==> config.mk <==
export PLATFORM = sky130hd
export DESIGN_NAME = upte_top
export DESIGN_NICKNAME = d
export VERILOG_FILES = /design/src/upte_pkg.sv /design/src/upte_timer.sv /design/src/upte_gap.sv /design/src/upte_top.sv
export SDC_FILE = /design/constraint.sdc
export NUM_CORES = 1
export LEC_CHECK = 0
export ABC_AREA = 1
export BUFFER_PORTS_ARGS = -buffer_cell sky130_fd_sc_hd__buf_2
export CAP_MARGIN = 20
export CORE_ASPECT_RATIO = 1.2
export CORE_MARGIN = 1.5
export CORE_UTILIZATION = 30
export DETAILED_ROUTE_END_ITERATION = 12
export GPL_ROUTABILITY_DRIVEN = 0
export PLACE_DENSITY = 0.48
export SLEW_MARGIN = 20
export SYNTH_ARGS = -nofsm -noshare
export SYNTH_HDL_FRONTEND = slang
export SYNTH_SLANG_ARGS = --single-unit
==> constraint.sdc <==
create_clock -name CORE_CLK -period 2 [get_ports CORE_CLK]
set_clock_uncertainty 0.15 [all_clocks]
set_input_delay 0.2 -clock CORE_CLK [delete_from_list [all_inputs] [get_ports CORE_CLK]]
set_output_delay 0.2 -clock CORE_CLK [all_outputs]
set_load 0.1 [all_outputs]
==> src/upte_pkg.sv <==
`default_nettype none
package upte_pkg;

  // ****************************************
  // clock and counter width
  // ****************************************
  localparam int unsigned CLK_PERIOD_NS = 8;
  localparam int unsigned TIMER_W       = 21;

  // ****************************************
  // times as printed, then cycle counts
  // ****************************************
  // least times round up, longest times round down
  localparam int unsigned LTM_REPEAT_WINDOW_MS = 1;
  localparam int unsigned LTM_REPEAT_WINDOW_CYC =
    (LTM_REPEAT_WINDOW_MS * 1000000 + CLK_PERIOD_NS - 1) / CLK_PERIOD_NS;
  localparam int unsigned LTM_NOTIFY_MS  = 10;
  localparam int unsigned LTM_NOTIFY_CYC =
    (LTM_NOTIFY_MS * 1000000) / CLK_PERIOD_NS;
  localparam int unsigned GEN2_GAP_NS  = 50;
  localparam int unsigned GEN2_GAP_CYC = GEN2_GAP_NS / CLK_PERIOD_NS;
  localparam int unsigned GEN1_GAP_NS  = 100;
  localparam int unsigned GEN1_GAP_CYC = GEN1_GAP_NS / CLK_PERIOD_NS;
  localparam int unsigned HUB_GAP_NS   = 50;
  localparam int unsigned HUB_GAP_CYC  = HUB_GAP_NS / CLK_PERIOD_NS;
  localparam int unsigned TPF_NOTIFY_NS  = 400;
  localparam int unsigned TPF_NOTIFY_CYC = TPF_NOTIFY_NS / CLK_PERIOD_NS;
  localparam int unsigned ITP_JITTER_US  = 33;
  localparam int unsigned ITP_JITTER_CYC =
    (ITP_JITTER_US * 1000) / CLK_PERIOD_NS;
  localparam int unsigned LDM_REQ_TIMEOUT_US  = 125;
  localparam int unsigned LDM_REQ_TIMEOUT_CYC =
    (LDM_REQ_TIMEOUT_US * 1000) / CLK_PERIOD_NS;
  localparam int unsigned LDM_GIVEUP_US  = 125;
  localparam int unsigned LDM_GIVEUP_CYC =
    (LDM_GIVEUP_US * 1000 + CLK_PERIOD_NS - 1) / CLK_PERIOD_NS;
  localparam int unsigned LDM_RESP_US  = 3;
  localparam int unsigned LDM_RESP_CYC = (LDM_RESP_US * 1000) / CLK_PERIOD_NS;

  // ****************************************
  // short limits at counter width
  // ****************************************
  localparam logic [TIMER_W-1:0] GEN2_GAP_LIM   = TIMER_W'(GEN2_GAP_CYC);
  localparam logic [TIMER_W-1:0] GEN1_GAP_LIM   = TIMER_W'(GEN1_GAP_CYC);
  localparam logic [TIMER_W-1:0] HUB_GAP_LIM    = TIMER_W'(HUB_GAP_CYC);
  localparam logic [TIMER_W-1:0] TPF_NOTIFY_LIM = TIMER_W'(TPF_NOTIFY_CYC);
  localparam logic [TIMER_W-1:0] LDM_RESP_LIM   = TIMER_W'(LDM_RESP_CYC);

  // ****************************************
  // delay measurement responder states
  // ****************************************
  typedef enum logic [2:0] {
    LDM_IDLE = 3'h1,
    LDM_DUE  = 3'h2,
    LDM_LATE = 3'h4
  } upte_ldm_state_t;

endpackage : upte_pkg
`default_nettype wire

==> src/upte_timer.sv <==
`timescale 1ns/1ns
`default_nettype none
module upte_timer #(
  parameter int unsigned W = 21
) (
  input  wire logic         clk,
  input  wire logic         arst_n,
  input  wire logic [W-1:0] limit,
  input  wire logic         start,
  input  wire logic         stop,
  output logic              running,
  output logic              expired
);

  logic [W-1:0] cnt;
  wire          at_end = running && (cnt == limit - W'(1));

  // start beats stop so a fresh event is never lost
  always_ff @(posedge clk or negedge arst_n) begin
    if (!arst_n) begin
      cnt     <= '0;
      running <= 1'b0;
      expired <= 1'b0;
    end else if (start) begin
      cnt     <= '0;
      running <= 1'b1;
      expired <= 1'b0;
    end else if (stop) begin
      running <= 1'b0;
      expired <= 1'b0;
    end else if (at_end) begin
      running <= 1'b0;
      expired <= 1'b1;
    end else begin
      expired <= 1'b0;
      if (running) begin
        cnt <= cnt + W'(1);
      end
    end
  end

endmodule : upte_timer
`default_nettype wire

==> src/upte_gap.sv <==
`timescale 1ns/1ns
`default_nettype none
module upte_gap #(
  parameter int unsigned W = 21
) (
  input  wire logic         clk,
  input  wire logic         arst_n,
  input  wire logic [W-1:0] limit,
  input  wire logic         pkt_start,
  input  wire logic         pkt_end,
  input  wire logic         more,
  output logic              send_now,
  output logic              gap_over
);

  logic [W-1:0] gap;
  logic         open;
  wire          open_gap = pkt_end && more;
  wire          close    = pkt_start || !more;
  wire          too_long = open && (gap == limit - W'(1));

  // ****************************************
  // gap between data packets of one burst
  // ****************************************
  always_ff @(posedge clk or negedge arst_n) begin
    if (!arst_n) begin
      gap      <= '0;
      open     <= 1'b0;
      gap_over <= 1'b0;
    end else if (open_gap) begin
      gap      <= '0;
      open     <= 1'b1;
      gap_over <= 1'b0;
    end else if (close) begin
      open     <= 1'b0;
      gap_over <= 1'b0;
    end else if (too_long) begin
      open     <= 1'b0;
      gap_over <= 1'b1;
    end else begin
      gap_over <= 1'b0;
      if (open) begin
        gap <= gap + W'(1);
      end
    end
  end

  // the sender must start the next packet while this is high
  assign send_now = open;

endmodule : upte_gap
`default_nettype wire

==> src/upte_top.sv <==
`timescale 1ns/1ns
`default_nettype none
module upte_top #(
  parameter int unsigned LTM_WINDOW_CYC  = upte_pkg::LTM_REPEAT_WINDOW_CYC,
  parameter int unsigned LTM_NOTIFY_CYC  = upte_pkg::LTM_NOTIFY_CYC,
  parameter int unsigned ITP_JITTER_CYC  = upte_pkg::ITP_JITTER_CYC,
  parameter int unsigned LDM_REQ_CYC     = upte_pkg::LDM_REQ_TIMEOUT_CYC,
  parameter int unsigned LDM_GIVEUP_CYC  = upte_pkg::LDM_GIVEUP_CYC
) (
  input  wire logic CORE_CLK,
  input  wire logic ARST_N,
  input  wire logic GEN2_MODE,
  input  wire logic LTM_SENT,
  input  wire logic LTM_FEATURE_DONE,
  output logic      LTM_ALLOW,
  output logic      LTM_NOTIFY_DUE,
  output logic      LTM_NOTIFY_LATE,
  input  wire logic EP_DP_START,
  input  wire logic EP_DP_END,
  input  wire logic EP_BURST_MORE,
  output logic      EP_SEND_NOW,
  output logic      EP_GAP_OVER,
  input  wire logic HUB_DP_START,
  input  wire logic HUB_DP_END,
  input  wire logic HUB_BUFFERED,
  output logic      HUB_SEND_NOW,
  output logic      HUB_GAP_OVER,
  input  wire logic TPF_TP_END,
  input  wire logic DEV_NOTIFY_START,
  output logic      DEV_NOTIFY_DUE,
  output logic      DEV_NOTIFY_LATE,
  input  wire logic ITP_RX_END,
  input  wire logic ITP_TX_START,
  output logic      ITP_REGEN_DUE,
  output logic      ITP_JITTER_OVER,
  input  wire logic LDM_REQ_SENT,
  input  wire logic LDM_RESP_RCVD,
  output logic      LDM_REQ_PENDING,
  output logic      LDM_REQ_ABANDON,
  input  wire logic LDM_TS_REQ_RCVD,
  input  wire logic LDM_RESP_START,
  output logic      LDM_RESP_DUE,
  output logic      LDM_RESP_URGENT,
  output logic      LDM_RESP_LATE,
  output logic      LDM_RESP_GIVEUP
);
  import upte_pkg::*;

  // ****************************************
  // long limits, shortened by parameters
  // ****************************************
  localparam logic [TIMER_W-1:0] LTM_WIN_LIM  = TIMER_W'(LTM_WINDOW_CYC);
  localparam logic [TIMER_W-1:0] LTM_NTF_LIM  = TIMER_W'(LTM_NOTIFY_CYC);
  localparam logic [TIMER_W-1:0] ITP_LIM      = TIMER_W'(ITP_JITTER_CYC);
  localparam logic [TIMER_W-1:0] LDM_REQ_LIM  = TIMER_W'(LDM_REQ_CYC);
  localparam logic [TIMER_W-1:0] LDM_GIVE_LIM = TIMER_W'(LDM_GIVEUP_CYC);

  // ****************************************
  // gap limit per link speed
  // ****************************************
  // the hub has only a Gen 2 figure of its own; at the slower
  // speed both streams fall back to the Gen 1 figure
  function automatic logic [TIMER_W-1:0] gap_limit(
    input logic               gen2,
    input logic [TIMER_W-1:0] gen2_lim
  );
    logic [TIMER_W-1:0] lim;
    case (gen2)
      1'b1: begin
        lim = gen2_lim;
      end
      default: begin
        lim = GEN1_GAP_LIM;
      end
    endcase
    return lim;
  endfunction : gap_limit

  // ****************************************
  // latency message pacing
  // ****************************************
  // one window per message sent; a third is held back while both run,
  // which gives an exact sliding window without a timestamp history
  // the sender must honour LTM_ALLOW: a send made while it is low
  // starts no window and is not counted
  logic win_a_run;
  logic win_b_run;
  wire  start_a = LTM_SENT && !win_a_run;
  wire  start_b = LTM_SENT && win_a_run && !win_b_run;

  upte_timer #(.W(TIMER_W)) u_win_a (
    .clk     (CORE_CLK),
    .arst_n  (ARST_N),
    .limit   (LTM_WIN_LIM),
    .start   (start_a),
    .stop    (1'b0),
    .running (win_a_run),
    .expired ()
  );

  upte_timer #(.W(TIMER_W)) u_win_b (
    .clk     (CORE_CLK),
    .arst_n  (ARST_N),
    .limit   (LTM_WIN_LIM),
    .start   (start_b),
    .stop    (1'b0),
    .running (win_b_run),
    .expired ()
  );

  assign LTM_ALLOW = !(win_a_run && win_b_run);

  // ****************************************
  // latency notice after feature change
  // ****************************************
  // notice deadline timer
  upte_timer #(.W(TIMER_W)) u_ltm_ntf (
    .clk     (CORE_CLK),
    .arst_n  (ARST_N),
    .limit   (LTM_NTF_LIM),
    .start   (LTM_FEATURE_DONE),
    .stop    (LTM_SENT),
    .running (LTM_NOTIFY_DUE),
    .expired (LTM_NOTIFY_LATE)
  );

  // ****************************************
  // burst packet spacing
  // ****************************************
  // Gen 2 limit, or the Gen 1 figure at the slower speed
  wire [TIMER_W-1:0] ep_gap_lim  = gap_limit(GEN2_MODE, GEN2_GAP_LIM);
  wire [TIMER_W-1:0] hub_gap_lim = gap_limit(GEN2_MODE, HUB_GAP_LIM);

  upte_gap #(.W(TIMER_W)) u_ep_gap (
    .clk       (CORE_CLK),
    .arst_n    (ARST_N),
    .limit     (ep_gap_lim),
    .pkt_start (EP_DP_START),
    .pkt_end   (EP_DP_END),
    .more      (EP_BURST_MORE),
    .send_now  (EP_SEND_NOW),
    .gap_over  (EP_GAP_OVER)
  );

  upte_gap #(.W(TIMER_W)) u_hub_gap (
    .clk       (CORE_CLK),
    .arst_n    (ARST_N),
    .limit     (hub_gap_lim),
    .pkt_start (HUB_DP_START),
    .pkt_end   (HUB_DP_END),
    .more      (HUB_BUFFERED),
    .send_now  (HUB_SEND_NOW),
    .gap_over  (HUB_GAP_OVER)
  );

  // ****************************************
  // notification after flagged packet
  // ****************************************
  // the host gives up after milliseconds; we stay inside 400 ns so a
  // late pulse here comes long before the host side would time out
  // notification deadline
  upte_timer #(.W(TIMER_W)) u_tpf (
    .clk     (CORE_CLK),
    .arst_n  (ARST_N),
    .limit   (TPF_NOTIFY_LIM),
    .start   (TPF_TP_END),
    .stop    (DEV_NOTIFY_START),
    .running (DEV_NOTIFY_DUE),
    .expired (DEV_NOTIFY_LATE)
  );

  // ****************************************
  // timestamp regeneration in a hub
  // ****************************************
  // bound added delay
  upte_timer #(.W(TIMER_W)) u_itp (
    .clk     (CORE_CLK),
    .arst_n  (ARST_N),
    .limit   (ITP_LIM),
    .start   (ITP_RX_END),
    .stop    (ITP_TX_START),
    .running (ITP_REGEN_DUE),
    .expired (ITP_JITTER_OVER)
  );

  // ****************************************
  // delay measurement request side
  // ****************************************
  // abandon request
  upte_timer #(.W(TIMER_W)) u_ldm_req (
    .clk     (CORE_CLK),
    .arst_n  (ARST_N),
    .limit   (LDM_REQ_LIM),
    .start   (LDM_REQ_SENT),
    .stop    (LDM_RESP_RCVD),
    .running (LDM_REQ_PENDING),
    .expired (LDM_REQ_ABANDON)
  );

  // ****************************************
  // delay measurement responder
  // ****************************************
  logic resp_run;
  logic give_run;

  upte_timer #(.W(TIMER_W)) u_ldm_resp (
    .clk     (CORE_CLK),
    .arst_n  (ARST_N),
    .limit   (LDM_RESP_LIM),
    .start   (LDM_TS_REQ_RCVD),
    .stop    (LDM_RESP_START),
    .running (resp_run),
    .expired (LDM_RESP_LATE)
  );

  upte_timer #(.W(TIMER_W)) u_ldm_give (
    .clk     (CORE_CLK),
    .arst_n  (ARST_N),
    .limit   (LDM_GIVE_LIM),
    .start   (LDM_TS_REQ_RCVD),
    .stop    (LDM_RESP_START),
    .running (give_run),
    .expired (LDM_RESP_GIVEUP)
  );

  upte_ldm_state_t ldm_state;
  upte_ldm_state_t next_ldm_state;

  // a late response is still worth sending until the give-up point
  always_comb begin
    next_ldm_state = ldm_state;
    case (ldm_state)
      LDM_IDLE: begin
        if (LDM_TS_REQ_RCVD) next_ldm_state = LDM_DUE;
      end
      LDM_DUE: begin
        if (LDM_TS_REQ_RCVD) next_ldm_state = LDM_DUE;
        else if (LDM_RESP_START) next_ldm_state = LDM_IDLE;
        else if (LDM_RESP_LATE) next_ldm_state = LDM_LATE;
      end
      LDM_LATE: begin
        if (LDM_TS_REQ_RCVD) next_ldm_state = LDM_DUE;
        else if (LDM_RESP_START) next_ldm_state = LDM_IDLE;
        else if (LDM_RESP_GIVEUP) next_ldm_state = LDM_IDLE;
      end
      default: begin
        next_ldm_state = LDM_IDLE;
      end
    endcase
  end

  always_ff @(posedge CORE_CLK or negedge ARST_N) begin
    if (!ARST_N) begin
      ldm_state <= LDM_IDLE;
    end else begin
      ldm_state <= next_ldm_state;
    end
  end

  // ****************************************
  // responder status outputs
  // ****************************************
  // due stays up through the late state so the link layer keeps
  // the response queued until the give-up point; urgent tells it
  // to put the response ahead of other link traffic
  assign LDM_RESP_DUE    = (ldm_state != LDM_IDLE);
  assign LDM_RESP_URGENT = (ldm_state == LDM_LATE);

endmodule : upte_top
`default_nettype wire

==> impl_metrics.ini <==
[outcome]
outcome = completed

[timing]
report.final.slew_viol_count = 0
slew_headroom = 0.633
hold_viol = 0
finalWorstSetupSlack_ns = 0.0209
worst_pin_slew_ns = 0.551
max_freq_mhz = 505
fin_setup_tns_ns = 0
fin_crit_sh = 0.990
rsz0062_at_grt = true
period_minus_slack_ns = 1.98
setup_viol = 0

[logic_synthesis]
synth_enable_flop_cells = 0
ys_seq_elements = 231
seq_area_frac_synth = 0.380
ys.flop_type = dfrtp_1
yosysTopAreaCellShare = 0.379
async_flop_share = 1.00
yosysTopAreaCell = dfrtp_1
syn_nets = 2343
yosys_warnings = 0
postSynthCellCount = 2309
mappedNetlistArea_sq_um = 15200
synth.avg_cell_area_sq_um = 6.58
synthTopCellsByArea = dfrtp_1 (38%), nand2_1 (23%), nor2_1 (10%), nand3_1 (6.3%), xor2_1 (6.0%)
ys_types = 39

[final_layout]
drive_above_1_share = 0.103
post-route-util = 0.362
areaGrowthSynthToFinish_pct = 19.4
final_cell_area_sq_um = 18200
fin_nets = 2482
num_antenna_cells = 0

[global_route]
first_global_vias = 14200
grt_max_degree = 58
grt_antenna_before_repair = 0
grt_util_all_layers = 0.157
grt_pass1_wl_mm = 69.6
globalRouteOverflowTotal = 0

[setup_path]
worstPathRequired_ns = 1.65
crit_type = reg2out
worst-path-max-fanout = 2
worstSetupEndpointType = primary output
crit_arrival_ns = 1.63
startpoint_type = register

[power]
netSwitchingFraction = 0.281
p_comb_frac = 0.117
pwr-share-seq = 0.424
clkPwrFrac = 0.459
p_per_area_nw_per_um2 = 654
peakVddDrop_mv = 0.587
p_int_mw = 8.54
power_leakage_nw = 8.57
netSwitchingPower_mw = 3.34

[cts]
cts_buffers = 29
ctsLongestPathBuffers = 3
cts.sinks = 231
cts_root_buffer = clkbuf_16
cts_tree = done
clk_latency_ns = 0.57
path_clk_slew_ns = 0.06
h-tree-depth = 1

[drt]
totalWireLength_mm = 40.6
viasPerCell = 4.66
ant_nets = 0
wl_met2_mm = 19.8
drcViolationCount = 0
drt-met1-wl_mm = 18.6
wl_per_cell_microns = 13.0
drtIter0Drc = 647
drt-pass1-iter-count = 7
wl_met3_mm = 1.17
dr.max_layer_used = met4
vias = 14500

[floorplanning]
coreArea_sq_um = 50100
start_util = 0.303
pin_count = 36
die_area_sq_um = 52000
dieHeight_microns = 250
rows = 90
die_w_microns = 208

[placement]
dp_hpwl_mm = 28.7
place_area_sq_um = 16600
portBuffers = 35
pre_cts_slack_ns = -0.00629

[job]
drv_cap = 0

[min_path]
hold_class = in2async
==> synth_stat cells (5+ instances only) <==
library cell	n
nor2_1	405
xnor2_1	6
o21ai_0	24
xor2_1	104
o21bai_1	12
nand3_1	191
inv_2	5
nand3b_1	8
ha_1	15
buf_2	25
nor2_4	6
nand4_1	98
nor4_1	7
or2_2	5
nor2_2	12
o21ai_1	8
nand2_1	926
buf_4	5
dfrtp_1	230
clkbuf_1	13
inv_1	163
nor3_1	11
==> what timing repair did <==
action,CTS,global route
endpoints found under the setup margin,5,142
hold endpoints to repair,327,0
cloned,0,4
gates resized for setup,5,42
hold buffers,23,0
buffers inserted,0,15
pin swaps,0,17
==> metal layers <==
| layer | GRT usage | up-vias |
|---|---|---|
| met2 | 0.279 | 160 |
| met5 | 0 | - |
| met4 | 0.0486 | 0 |
| met3 | 0.0172 | 56 |
| met1 | 0.198 | 6719 |
| li1 | - | 7575 |
==> power groups by stage <==
stage	registers [mW]	clock network, mW	logic, mW
4_1_cts	5.03	5.67	1.28
3_3_place_gp	5.10	0	1.21
6_report	5.03	5.45	1.40
5_1_grt	5.06	5.84	1.57
2_1_floorplan	5.12	0	0.781
3_5_place_dp	5.11	0	1.21
==> final timing paths <==
kind	slack, ns	start	to	depth (start not counted)
hold reg to reg	0.35	u_ldm_resp.running$_DFFE_PN0P_	u_ldm_resp.expired$_DFF_PN0_	2
setup reg to reg	0.12	u_tpf.cnt[0]$_DFFE_PN0P_	u_tpf.expired$_DFF_PN0_	6
min in group CORE_CLK	0.24	HUB_DP_END	u_hub_gap.gap_over$_DFF_PN0_	3
setup / recovery	0.02	ldm_state[0]$_DFFE_PN1P_	LDM_RESP_DUE	4
max in group asynchronous	1.25	ARST_N	u_ep_gap.send_now$_DFFE_PN0P_	3
hold / removal	0.10	ARST_N	u_ldm_resp.cnt[16]$_DFFE_PN0P_	3
==> logic make-up after synthesis <==
kind of cell             synth area share
AO/OA/AOI/OAI                      0.0210
XOR/XNOR                           0.0634
adder cells (fa/ha/maj)            0.0123
buffers and inverters              0.0598
flip-flops                          0.380
AND/OR/NAND/NOR                     0.463
==> registers in the layout, summed over array words and instances (netlist names), 3 cells and up <==
name and flops:
u_ep_gap.gap 21, u_itp.cnt 21, u_ldm_give.cnt 21, u_tpf.cnt 21, u_ldm_req.cnt 21, u_ltm_ntf.cnt 21, u_hub_gap.gap 21, u_win_b.cnt 21
ldm_state 3, u_win_a.cnt 21, u_ldm_resp.cnt 21
==> critical path, stage by stage (launching register included) <==
cell and delay (ns):
dfstp_2 0.56, inv_2 0.05, nor3_4 0.21, inv_2 0.08
buf_12 0.17
==> area by class of cell <==
cell class / count / area [sq um]
Clock inverter: 14 / 174
Multi-Input combinational cell: 1859 / 8620
Fill cell: 5313 / 32000
Inverter: 170 / 651
Sequential cell: 231 / 5780
Timing Repair inverter: 2 / 12.5
Timing Repair Buffer: 155 / 1300
Tap cell: 644 / 806
Clock buffer: 40 / 807
==> through the flow <==
step	std cells	total power, mW	hold WS, ns
2_1_floorplan	2309	5.90	-0.246
3_3_place_gp	3020	6.31	-0.0191
3_5_place_dp	3020	6.32	-0.0144
4_1_cts	3097	12.0	0.0855
5_1_grt	3115	12.5	0.111
6_report	3115	11.9	0.100
==> layout by cell type, fill, tap and decap left out, drive strengths merged <==
cell / synthesis / final
buf: 37 / 134
nor3: 12 / 12
o21bai: 12 / 12
o21ai: 36 / 36
nor2: 426 / 427
clkinv: 2 / 9
nand4: 98 / 98
ha: 15 / 15
dfrtp: 230 / 230
clkbuf: 13 / 40
clkinvlp: 0 / 6
inv: 168 / 168
a21oi: 3 / 3
and2: 1 / 1
nor4: 7 / 7
nand3: 194 / 194
dlygate4sd3: 0 / 21
nand2: 927 / 927
nand3b: 8 / 8
xor2: 104 / 104
o31ai: 1 / 1
bufinv: 0 / 3
or2: 6 / 6
xnor2: 6 / 6
nor3b: 2 / 2
dfstp: 1 / 1
(Power assumes the default switching activity.)
